File: src/inc/ocd_pkg.sv
// constants shared by the output channel divider and control logic
package ocd_pkg;

  // ************************************************************
  // bus and register map
  // ************************************************************
  localparam int          APB_ADDR_W      = 8;
  localparam int          APB_DATA_W      = 32;
  localparam int          REG_W           = 8;
  localparam logic [5:0]  IDX_SHARED_DIV  = 6'h24;
  localparam logic [5:0]  IDX_CH4_CTRL    = 6'h25;
  localparam logic [7:0]  ADDR_SHARED_DIV = {IDX_SHARED_DIV, 2'h0};
  localparam logic [7:0]  ADDR_CH4_CTRL   = {IDX_CH4_CTRL, 2'h0};
  localparam logic [7:0]  RST_SHARED_DIV  = 8'h03;
  localparam logic [7:0]  RST_CH4_CTRL    = 8'h18;

  // ************************************************************
  // channel 4 control field positions
  // ************************************************************
  localparam int          SRC_LSB         = 6;
  localparam int          FMT_LSB         = 4;
  localparam int          MODE_A_LSB      = 2;
  localparam int          MODE_B_LSB      = 0;

  // ************************************************************
  // field encodings
  // ************************************************************
  localparam logic [1:0]  SRC_SYNTH1      = 2'h0;
  localparam logic [1:0]  SRC_SYNTH2      = 2'h1;
  localparam logic [1:0]  SRC_PRI_REF     = 2'h2;
  localparam logic [1:0]  SRC_SEC_REF     = 2'h3;
  localparam logic [1:0]  FMT_OFF         = 2'h0;
  localparam logic [1:0]  FMT_AC_DIFF     = 2'h1;
  localparam logic [1:0]  FMT_HCSL        = 2'h2;
  localparam logic [1:0]  FMT_CMOS        = 2'h3;
  localparam logic [1:0]  PIN_TRISTATE    = 2'h0;
  localparam logic [1:0]  PIN_LOW         = 2'h1;
  localparam logic [1:0]  PIN_INVERTED    = 2'h2;
  localparam logic [1:0]  PIN_TRUE        = 2'h3;

  // ************************************************************
  // driver strengths
  // ************************************************************
  localparam logic [4:0]  TAIL_NONE_MA    = 5'h00;
  localparam logic [4:0]  TAIL_4_MA       = 5'h04;
  localparam logic [4:0]  TAIL_6_MA       = 5'h06;
  localparam logic [4:0]  TAIL_8_MA       = 5'h08;
  localparam logic [4:0]  TAIL_16_MA      = 5'h10;
  localparam logic [7:0]  RLOAD_OPEN_OHM  = 8'h00;
  localparam logic [7:0]  RLOAD_50_OHM    = 8'h32;
  localparam logic [7:0]  RLOAD_100_OHM   = 8'h64;
  localparam logic [7:0]  RLOAD_200_OHM   = 8'hC8;

endpackage

File: src/verilog/ocd_output_ctrl.sv
// register block for the shared channel 2/3 divider and channel 4 output control
//
// Design decision made here: the APB slave port.
`timescale 1ns/100ps

// Notes on behaviour
// - one divider setting drives channels 2 and 3
// - divide ratio equals divider code plus one
// - channel 4 source: synth1, synth2, primary, secondary
// - channel 4 format: off, AC differential, HCSL, CMOS
// - mode A: tail current, or CMOS positive pin
// - mode B: HCSL load, or CMOS negative pin
module ocd_output_ctrl (
  input  wire logic        CORE_CLK_IN,
  input  wire logic        SYS_RST_IN,
  input  wire logic        APB_PSEL_IN,
  input  wire logic        APB_PENABLE_IN,
  input  wire logic        APB_PWRITE_IN,
  input  wire logic [7:0]  APB_PADDR_IN,
  input  wire logic [31:0] APB_PWDATA_IN,
  input  wire logic [3:0]  APB_PSTRB_IN,
  output logic             APB_PREADY_OUT,
  output logic [31:0]      APB_PRDATA_OUT,
  output logic             APB_PSLVERR_OUT,
  input  wire logic        CH23_SRC_TICK_IN,
  input  wire logic        SYNTH1_TICK_IN,
  input  wire logic        SYNTH2_TICK_IN,
  input  wire logic        PRI_REF_TICK_IN,
  input  wire logic        SEC_REF_TICK_IN,
  output logic             CH2_TICK_OUT,
  output logic             CH3_TICK_OUT,
  output logic             CH4_SRC_TICK_OUT,
  output logic             CH4_DRV_EN_OUT,
  output logic [1:0]       CH4_FORMAT_OUT,
  output logic [4:0]       CH4_TAIL_MA_OUT,
  output logic [7:0]       CH4_RLOAD_OHM_OUT,
  output logic [1:0]       CH4_P_CTRL_OUT,
  output logic [1:0]       CH4_N_CTRL_OUT
);

  typedef struct packed {
    logic [7:0]  shared_divider_ch2_ch3;
    logic [7:0]  channel4_output_control;
    logic        pready;
    logic [31:0] prdata;
    logic        pslverr;
    logic        ch4_tick;
    logic        drv_en;
    logic [1:0]  fmt;
    logic [4:0]  tail;
    logic [7:0]  rload;
    logic [1:0]  p_ctl;
    logic [1:0]  n_ctl;
  } ocd_top_st_t;

  ocd_top_st_t st;
  ocd_top_st_t next_st;

  logic [1:0] ch4_source_select;
  logic [1:0] ch4_format;
  logic [1:0] ch4_drive_mode_a;
  logic [1:0] ch4_drive_mode_b;
  logic       src_tick_now;
  logic       apb_setup;
  logic       apb_done;
  logic       addr_div;
  logic       addr_ctl;

  assign ch4_source_select = st.channel4_output_control[ocd_pkg::SRC_LSB +: 2];
  assign ch4_format        = st.channel4_output_control[ocd_pkg::FMT_LSB +: 2];
  assign ch4_drive_mode_a  = st.channel4_output_control[ocd_pkg::MODE_A_LSB +: 2];
  assign ch4_drive_mode_b  = st.channel4_output_control[ocd_pkg::MODE_B_LSB +: 2];
  assign apb_setup         = APB_PSEL_IN && !APB_PENABLE_IN;
  assign apb_done          = APB_PSEL_IN && APB_PENABLE_IN && st.pready;
  assign addr_div          = APB_PADDR_IN == ocd_pkg::ADDR_SHARED_DIV;
  assign addr_ctl          = APB_PADDR_IN == ocd_pkg::ADDR_CH4_CTRL;

  // ************************************************************
  // channel 4 source routing
  // ************************************************************
  always_comb begin
    case (ch4_source_select)
      ocd_pkg::SRC_SYNTH1:  src_tick_now = SYNTH1_TICK_IN;
      ocd_pkg::SRC_SYNTH2:  src_tick_now = SYNTH2_TICK_IN;
      ocd_pkg::SRC_PRI_REF: src_tick_now = PRI_REF_TICK_IN;
      default:              src_tick_now = SEC_REF_TICK_IN;
    endcase
  end

  // ************************************************************
  // register access and driver decode
  // ************************************************************
  always_comb begin
    next_st = st;
    // pready rises for the one access cycle after every setup, so zero wait states
    next_st.pready  = apb_setup;
    next_st.pslverr = apb_setup && !(addr_div || addr_ctl);
    if (apb_setup && !APB_PWRITE_IN) begin
      next_st.prdata = 32'h0000_0000;
      if (addr_div) begin
        next_st.prdata[7:0] = st.shared_divider_ch2_ch3;
      end else if (addr_ctl) begin
        next_st.prdata[7:0] = st.channel4_output_control;
      end
    end
    // only byte lane 0 carries register bits; other lanes are ignored
    if (apb_done && APB_PWRITE_IN && APB_PSTRB_IN[0]) begin
      if (addr_div) begin
        next_st.shared_divider_ch2_ch3 = APB_PWDATA_IN[7:0];
      end else if (addr_ctl) begin
        next_st.channel4_output_control = APB_PWDATA_IN[7:0];
      end
    end

    next_st.ch4_tick = src_tick_now;
    next_st.fmt      = ch4_format;
    next_st.drv_en   = ch4_format != ocd_pkg::FMT_OFF;
    next_st.tail     = ocd_pkg::TAIL_NONE_MA;
    next_st.rload    = ocd_pkg::RLOAD_OPEN_OHM;
    next_st.p_ctl    = ocd_pkg::PIN_TRISTATE;
    next_st.n_ctl    = ocd_pkg::PIN_TRISTATE;
    case (ch4_format)
      ocd_pkg::FMT_AC_DIFF, ocd_pkg::FMT_HCSL: begin
        case (ch4_drive_mode_a)
          2'h0:    next_st.tail = ocd_pkg::TAIL_4_MA;
          2'h1:    next_st.tail = ocd_pkg::TAIL_6_MA;
          2'h2:    next_st.tail = ocd_pkg::TAIL_8_MA;
          default: next_st.tail = (ch4_format == ocd_pkg::FMT_HCSL) ? ocd_pkg::TAIL_16_MA : ocd_pkg::TAIL_8_MA;
        endcase
        // load resistance only has meaning for the HCSL driver
        if (ch4_format == ocd_pkg::FMT_HCSL) begin
          case (ch4_drive_mode_b)
            2'h0:    next_st.rload = ocd_pkg::RLOAD_OPEN_OHM;
            2'h1:    next_st.rload = ocd_pkg::RLOAD_50_OHM;
            2'h2:    next_st.rload = ocd_pkg::RLOAD_100_OHM;
            default: next_st.rload = ocd_pkg::RLOAD_200_OHM;
          endcase
        end
      end
      ocd_pkg::FMT_CMOS: begin
        next_st.p_ctl = ch4_drive_mode_a;
        next_st.n_ctl = ch4_drive_mode_b;
      end
      default: begin
        next_st.drv_en = 1'b0;
      end
    endcase
  end

  always_ff @(posedge CORE_CLK_IN or posedge SYS_RST_IN) begin
    if (SYS_RST_IN) begin
      st <= '0;
      st.shared_divider_ch2_ch3 <= ocd_pkg::RST_SHARED_DIV;
      st.channel4_output_control <= ocd_pkg::RST_CH4_CTRL;
    end else begin
      st <= next_st;
    end
  end

  // ************************************************************
  // shared channel 2/3 divider
  // ************************************************************
  ocd_tick_div #(
    .W (ocd_pkg::REG_W)
  ) u_div (
    .clk_in        (CORE_CLK_IN),
    .rst_in        (SYS_RST_IN),
    .tick_in       (CH23_SRC_TICK_IN),
    .ratio_code_in (st.shared_divider_ch2_ch3),
    .pulse_a_out   (CH2_TICK_OUT),
    .pulse_b_out   (CH3_TICK_OUT)
  );

  assign APB_PREADY_OUT    = st.pready;
  assign APB_PRDATA_OUT    = st.prdata;
  assign APB_PSLVERR_OUT   = st.pslverr;
  assign CH4_SRC_TICK_OUT  = st.ch4_tick;
  assign CH4_DRV_EN_OUT    = st.drv_en;
  assign CH4_FORMAT_OUT    = st.fmt;
  assign CH4_TAIL_MA_OUT   = st.tail;
  assign CH4_RLOAD_OHM_OUT = st.rload;
  assign CH4_P_CTRL_OUT    = st.p_ctl;
  assign CH4_N_CTRL_OUT    = st.n_ctl;
endmodule

File: src/verilog/ocd_tick_div.sv
// shared divider that turns source ticks into channel 2 and 3 ticks
`timescale 1ns/100ps
module ocd_tick_div #(
  parameter int W = 8
) (
  input  wire logic         clk_in,
  input  wire logic         rst_in,
  input  wire logic         tick_in,
  input  wire logic [W-1:0] ratio_code_in,
  output logic              pulse_a_out,
  output logic              pulse_b_out
);

  typedef struct packed {
    logic [W-1:0] cnt;
    logic [W-1:0] last_code;
    logic         pulse_a;
    logic         pulse_b;
  } ocd_div_st_t;

  ocd_div_st_t st;
  ocd_div_st_t next_st;

  always_comb begin
    next_st = st;
    next_st.pulse_a = 1'b0;
    next_st.pulse_b = 1'b0;
    next_st.last_code = ratio_code_in;
    // a new ratio restarts the count so a shrink never waits a full wrap
    if (ratio_code_in != st.last_code) begin
      next_st.cnt = '0;
    end else if (tick_in) begin
      if (st.cnt >= ratio_code_in) begin
        next_st.cnt = '0;
        next_st.pulse_a = 1'b1;
        next_st.pulse_b = 1'b1;
      end else begin
        next_st.cnt = st.cnt + {{(W-1){1'b0}}, 1'b1};
      end
    end
  end

  always_ff @(posedge clk_in or posedge rst_in) begin
    if (rst_in) begin
      st <= '0;
    end else begin
      st <= next_st;
    end
  end

  assign pulse_a_out = st.pulse_a;
  assign pulse_b_out = st.pulse_b;

  // ************************************************************
  // checks
  // ************************************************************
  logic [W:0] chk_ticks;
  logic       chk_clean;

  always_ff @(posedge clk_in or posedge rst_in) begin
    if (rst_in) begin
      chk_ticks <= '0;
      chk_clean <= 1'b0;
    end else if (ratio_code_in != st.last_code) begin
      chk_ticks <= '0;
      chk_clean <= 1'b0;
    end else if (st.pulse_a) begin
      chk_ticks <= {{W{1'b0}}, tick_in};
      chk_clean <= 1'b1;
    end else begin
      chk_ticks <= chk_ticks + {{W{1'b0}}, tick_in};
    end
  end
endmodule
File: config.mk
export PLATFORM = sky130hd
export DESIGN_NAME = ocd_output_ctrl
export DESIGN_NICKNAME = d
export VERILOG_FILES = /design/src/inc/ocd_pkg.sv /design/src/verilog/ocd_output_ctrl.sv /design/src/verilog/ocd_tick_div.sv
export SDC_FILE = /design/constraint.sdc
export NUM_CORES = 1
export LEC_CHECK = 0
export BUFFER_PORTS_ARGS = -buffer_cell sky130_fd_sc_hd__buf_2
export CORE_ASPECT_RATIO = 0.75
export CORE_MARGIN = 5
export CORE_UTILIZATION = 45
export CTS_BUF_LIST = sky130_fd_sc_hd__clkbuf_4 sky130_fd_sc_hd__clkbuf_8 sky130_fd_sc_hd__clkbuf_16
export CTS_CLUSTER_DIAMETER = 100
export DETAILED_ROUTE_END_ITERATION = 7
export PLACE_DENSITY = 0.85
export SLEW_MARGIN = 0
export SYNTH_ARGS = -nofsm -noshare
export SYNTH_HDL_FRONTEND = slang
export SYNTH_HIERARCHICAL = 1
export SYNTH_SLANG_ARGS = --single-unit
File: constraint.sdc
create_clock -name CORE_CLK_IN -period 2.1 [get_ports CORE_CLK_IN]
set_input_delay 0.63 -clock CORE_CLK_IN [delete_from_list [all_inputs] [get_ports CORE_CLK_IN]]
set_output_delay 0.63 -clock CORE_CLK_IN [all_outputs]
set_load 0.02 [all_outputs]
==> results of run 1 <==
through the flow:
stage / util / TNS (ns)
detailed placement: 0.486 / -2.74
CTS: 0.515 / 0
finish: 0.517 / 0
global route: 0.517 / -0.00445
floorplan: - / -0.810
global placement: 0.486 / -2.26
cell type report:
| cell class | instances | area (µm²) | area share |
|---|---|---|---|
| Clock buffer | 13 | 166 | 0.0473 |
| Tap cell | 84 | 105 | 0.0299 |
| Clock inverter | 2 | 10.0 | 0.00285 |
| Inverter | 15 | 56.3 | 0.0160 |
| Multi-Input combinational cell | 163 | 1270 | 0.361 |
| Sequential cell | 60 | 1510 | 0.428 |
| Timing Repair Buffer | 71 | 403 | 0.115 |
flip-flops by register name, summed over array words and instances, names as in the netlist, 2 cells and up:
register and cells:
u_div/st 16, APB_PRDATA_OUT 8, st 8, CH4_RLOAD_OHM_OUT 5, CH4_TAIL_MA_OUT 4, CH4_FORMAT_OUT 2, CH4_N_CTRL_OUT 2, CH4_P_CTRL_OUT 2
ch4_drive_mode_a 2, ch4_drive_mode_b 2, ch4_format 2, ch4_source_select 2
cell usage after synthesis (3+ instances only):
library cell,number,share of area
and2_1,7,0.014
and3_1,6,0.012
buf_4,52,0.12
clkbuf_1,5,0.0060
dfrtp_1,56,0.45
dfstp_2,4,0.034
ha_1,15,0.060
inv_1,15,0.018
mux2_2,8,0.029
mux2_4,8,0.038
mux2i_1,9,0.029
nand2_1,14,0.017
nand3_1,7,0.011
nand3b_1,3,0.0072
nor2_1,7,0.0084
nor3_1,5,0.0080
o31ai_1,10,0.024
xor2_1,11,0.031
metal layers:
metal | vias up | share of wire | GRT usage
li1 | 935 | - | -
met4 | 0 | 0.016 | 0.0595
met2 | 80 | 0.47 | 0.244
met3 | 9 | 0.078 | 0.0583
met5 | - | 0 | 0
met1 | 956 | 0.43 | 0.184
report_power, final:
part | switching [µW] | total, µW | internal, µW
logic | 106 | 146 | 40.0
registers | 3.06 | 1170 | 1160
clock network | 426 | 935 | 508
what timing repair did:
item                                    CTS  global route
pin swaps                                 2             0
endpoints found under the setup margin    1             7
resized for setup                         4             1
setup buffers                             0             1
path summary, 6_finish.rpt:
kind                                endpoint  slack (ns)         start
worst max-delay path            u_div/st[16]        0.04  u_div/st[14]
worst min-delay path             u_div/st[3]        0.40    SYS_RST_IN
worst max register to register  u_div/st[16]        0.04  u_div/st[14]
worst min register to register   u_div/st[2]        0.44        st[63]
max in group asynchronous       u_div/st[13]        1.26    SYS_RST_IN
min in group CORE_CLK_IN         u_div/st[2]        0.44        st[63]
kinds of logic after synthesis:
group / count (synthesis) / synth area share
mux: 26 / 0.103
simple gates: 64 / 0.118
fa+ha+maj: 15 / 0.0600
xor+xnor: 13 / 0.0364
buf+inv: 73 / 0.153
compound gates: 19 / 0.0460
other cells: 1 / 0.00120
flops: 60 / 0.482
==> impl_metrics.yaml, run 1 <==
worst_setup_path:
  critPathArrivalTime_ns: 2.33
  crit_type: "reg -> reg"
  slowest_delay_ns: 0.56
  crit_cells: 6
  cp_max_fo: 3
  path_cells: "ha_1 -> or4_4 -> a21oi_4 -> o31ai_2 -> or3_1 -> a21oi_2"
  crit_buf_inv: 0
  crit_family: "simple AND/OR/NAND/NOR gates"
  critPathLaunchType: "flop"
  crit_required_ns: 2.37
  cp-end-kind: "flop"
  cpMaxStageDelayCell: "or4_4"
  r2r_cells: 6
cells_and_area:
  final_cell_area_um2: 3520
  nNetsFinal: 389
  layout_commonest_cell: "buf_2"
  fillCellCount: 602
  syn_to_final_growth_pct: 12.5
  num_antenna_cells: 0
  finalNonFillerCells: 408
  drive_gt1_frac: 0.370
  final_cell_mix: "buf_2 (57), dfrtp_1 (56), conb_1 (26)"
logic_synthesis:
  synth_area_um2: 3130
  async_flop_share: 1.00
  synth_edf_count: 0
  ys_ff_latch: 60
  ys_seq_area_frac: 0.482
  synth_warnings: 6
  synthCells: 271
  avgSynthCellArea_um2: 11.5
  synth.distinct_cells: 40
  synth_ff_type: "dfrtp_1"
floorplan:
  die-height_um: 82.2
  die_w_um: 106
  ios: 111
  core_region_area_um2: 6800
  start_util: 0.460
  rows: 26
  die-area_um2: 8730
sta:
  period_minus_slack_ns: 2.06
  worst_hold_slack_ns: 0.399
  worst_slew_pin_slew_ns: 0.694
  timing.final.ws_setup_ns: 0.0417
  skew_ns: 0.00415
  setup_viol: 0
  slew_violations: 0
  fmax_mhz: 486
  relSlewSlack: 0.537
  period_share: 0.980
  rsz0062_at_grt: "yes"
  final_hold_viol_count: 0
detailed_routing:
  wl_per_cell_um: 15.3
  vias: 1980
  drt_iter0_markers: 122
  drtPass1Iterations: 4
  via_per_inst: 4.85
  drt_wl_total_um: 6240
  drc: 0
  drt.antenna.violating_nets: 0
placement:
  dp_slack_ns: -0.222
  gp_congestion: 0.860
  dpl_cell_area_um2: 3310
  placed_cells: 392
  io_buffers: 57
  dp.final_hpwl_um: 4630
clock_network:
  numClockSinks: 60
  clk_pin_slew_worst_paths_ns: 0.06
  cts_buffers: 9
  cts_hold_buf: 0
  insertion_delay_ns: 0.34
  cts_max_path_buffers: 2
  htreeDepth: 3
  cts_tree: "yes"
  cts-root-buf: "clkbuf_8"
global_routing:
  grt_usage: 0.151
  grt_max_degree: 44
  gr-total-overflow: 0
  antenna_found_initial: 0
  grt_pass1_vias: 1988
  grt_pass1_wl_um: 9820
flow_run:
  cap_violations: 0
power_and_ir_drop:
  finalPower_uw: 2250
  p_leak_uw: 0.00194
  p_per_area_nw_per_um2: 639
  peakVddDrop_mv: 0.259
status:
  status: "finished clean"
worst_hold_path:
  hp-class: "in -> async"
Note: power is estimated with default switching activity, not from simulation.
==> run 2: changes to the inputs <==
==> constraint.sdc (replaced) <==
create_clock -name CORE_CLK_IN -period 2.1 [get_ports CORE_CLK_IN]
set_input_delay 0.21 -clock CORE_CLK_IN [delete_from_list [all_inputs] [get_ports CORE_CLK_IN]]
set_output_delay 0.21 -clock CORE_CLK_IN [all_outputs]
set_load 0.02 [all_outputs]
==> impl_metrics.yaml, run 2 (synthesis results as in run 1) <==
cells_and_area:
  finalNonFillerCells: 407
  top_register: "u_div/st"
  fillCellCount: 570
  final_cell_mix: "buf_2 (57), dfrtp_1 (56), conb_1 (26)"
  seqCellArea_um2: 1510
  multi_input_area_um2: 1290
  layout_commonest_cell: "buf_2"
  drive_gt1_frac: 0.375
  nNetsFinal: 387
  largest_register_ffs: 16
  num_antenna_cells: 0
  syn_to_final_growth_pct: 13.1
sta:
  worst_slew_pin_slew_ns: 0.679
  setup_viol: 1
  rsz0062_at_grt: "yes"
  relSlewSlack: 0.547
  skew_ns: 0.00702
  timing.final.ws_setup_ns: -0.0125
  final_hold_viol_count: 0
  setup_tns_ns: -0.0125
  period_share: 1.01
  period_minus_slack_ns: 2.11
  slew_violations: 0
  fmax_mhz: 473
floorplan:
  ios: 111
  die-height_um: 82.2
  rows: 26
  start_util: 0.460
  die_w_um: 106
  core_region_area_um2: 6800
  die-area_um2: 8730
placement:
  placed_cells: 389
  dp_slack_ns: -0.0589
  gp_congestion: 0.776
  io_buffers: 57
  dp.final_hpwl_um: 4540
status:
  status: "complete, but fails checks"
  violations: "negative setup slack"
clock_network:
  insertion_delay_ns: 0.34
  cts_tree: "yes"
  clk_pin_slew_worst_paths_ns: 0.07
  cts-root-buf: "clkbuf_8"
  numClockSinks: 60
  cts_max_path_buffers: 2
  cts_buffers: 9
  htreeDepth: 3
worst_hold_path:
  hp-class: "in -> reg"
  holdPathEnd: "APB_PREADY_OUT"
  hold_start: "APB_PENABLE_IN"
  whs_path_depth: 2
global_routing:
  met2_usage: 0.229
  use_met1: 0.186
  grt_usage: 0.146
  met3_usage: 0.0505
  antenna_found_initial: 0
  gr-total-overflow: 0
  grt_max_degree: 44
  grt_pass1_vias: 1941
  busiest_layer: "met2"
  grt_pass1_wl_um: 9660
detailed_routing:
  drtPass1Iterations: 4
  wl_per_cell_um: 15.3
  vias: 1956
  drc: 0
  via_per_inst: 4.81
  drt_iter0_markers: 85
  drt_wl_total_um: 6220
  drt.antenna.violating_nets: 0
power_and_ir_drop:
  p_leak_uw: 0.00193
  peakVddDrop_mv: 0.252
  p_per_area_nw_per_um2: 663
worst_setup_path:
  cp-end-kind: "flop"
  critPathArrivalTime_ns: 2.39
  setup.reg_to_reg.worst_slack_ns: -0.01
  crit_required_ns: 2.38
  crit_type: "reg -> reg"
  worst_r2r_endpoint: "u_div/st[16]"
  slowest_delay_ns: 0.54
  cpMaxStageDelayCell: "dfstp_2"
  critPathLaunchType: "flop"
  cp_max_fo: 3
  r2r_cells: 7
  r2r-start: "st[64]"
  path_cells: "inv_2 -> ha_4 -> or4_4 -> a21oi_4 -> o31ai_4 -> or3_4 -> a21oi_2"
flow_run:
  cap_violations: 0
run 2: per-stage QoR:
stage	power [µW]	cell area [µm²]	util	hold WS, ns
3_3_place_gp	1320	3260	0.480	0.335
6_report	2350	3540	0.520	0.0455
2_1_floorplan	1320	3220	-	0.136
4_1_cts	2370	3490	0.514	0.0221
5_1_grt	2440	3540	0.520	0.0414
3_5_place_dp	1330	3260	0.480	0.354
run 2: how the worst max path moves through the flow:
stage                      start            to  cells past startpoint
detailed placement        st[64]  u_div/st[16]                      7
global route              st[64]  u_div/st[16]                      7
global placement          st[64]  u_div/st[16]                      7
finish                    st[64]  u_div/st[16]                      7
floorplan                 st[64]  u_div/st[16]                      7
CTS                 u_div/st[10]  u_div/st[16]                      7
run 2: critical path, delay by kind of cell, from the launching register on:
kind	cells	cell delay, ns
buffers and inverters	1	0.05
adders and majority gates	1	0.14
DFF	1	0.54
and+or+nand+nor	2	0.90
AOI/OAI and AO/OA	3	0.41
run 2: timing repair:
item                       4_1_cts  5_1_grt
setup buffers                    0        1
pin swaps                        2        4
setup endpoints to repair        1        7
hold buffers                     1        0
hold endpoints to repair        17        0
gates resized for setup          3        7
run 2: metal layers:
metal / wire (µm) / part of all wire
met1: 2720 / 0.44
met2: 2960 / 0.48
met3: 409 / 0.066
met4: 131 / 0.021
met5: 0 / 0
run 2: layout make-up:
cell class | instances | area share
clock inverter | 6 | 0.0180
inverter | 15 | 0.0159
multi-input combinational | 163 | 0.364
timing repair buffer | 69 | 0.107
clock buffer | 10 | 0.0389
tap | 84 | 0.0297
sequential | 60 | 0.426
run 2: power by group:
group | switching (µW) | leakage, µW | internal [µW]
sequential | 3.59 | 0.000817 | 1160
combinational | 106 | 0.00102 | 38.8
clock | 459 | 0.0000983 | 577
total | 568 | 0.00193 | 1780
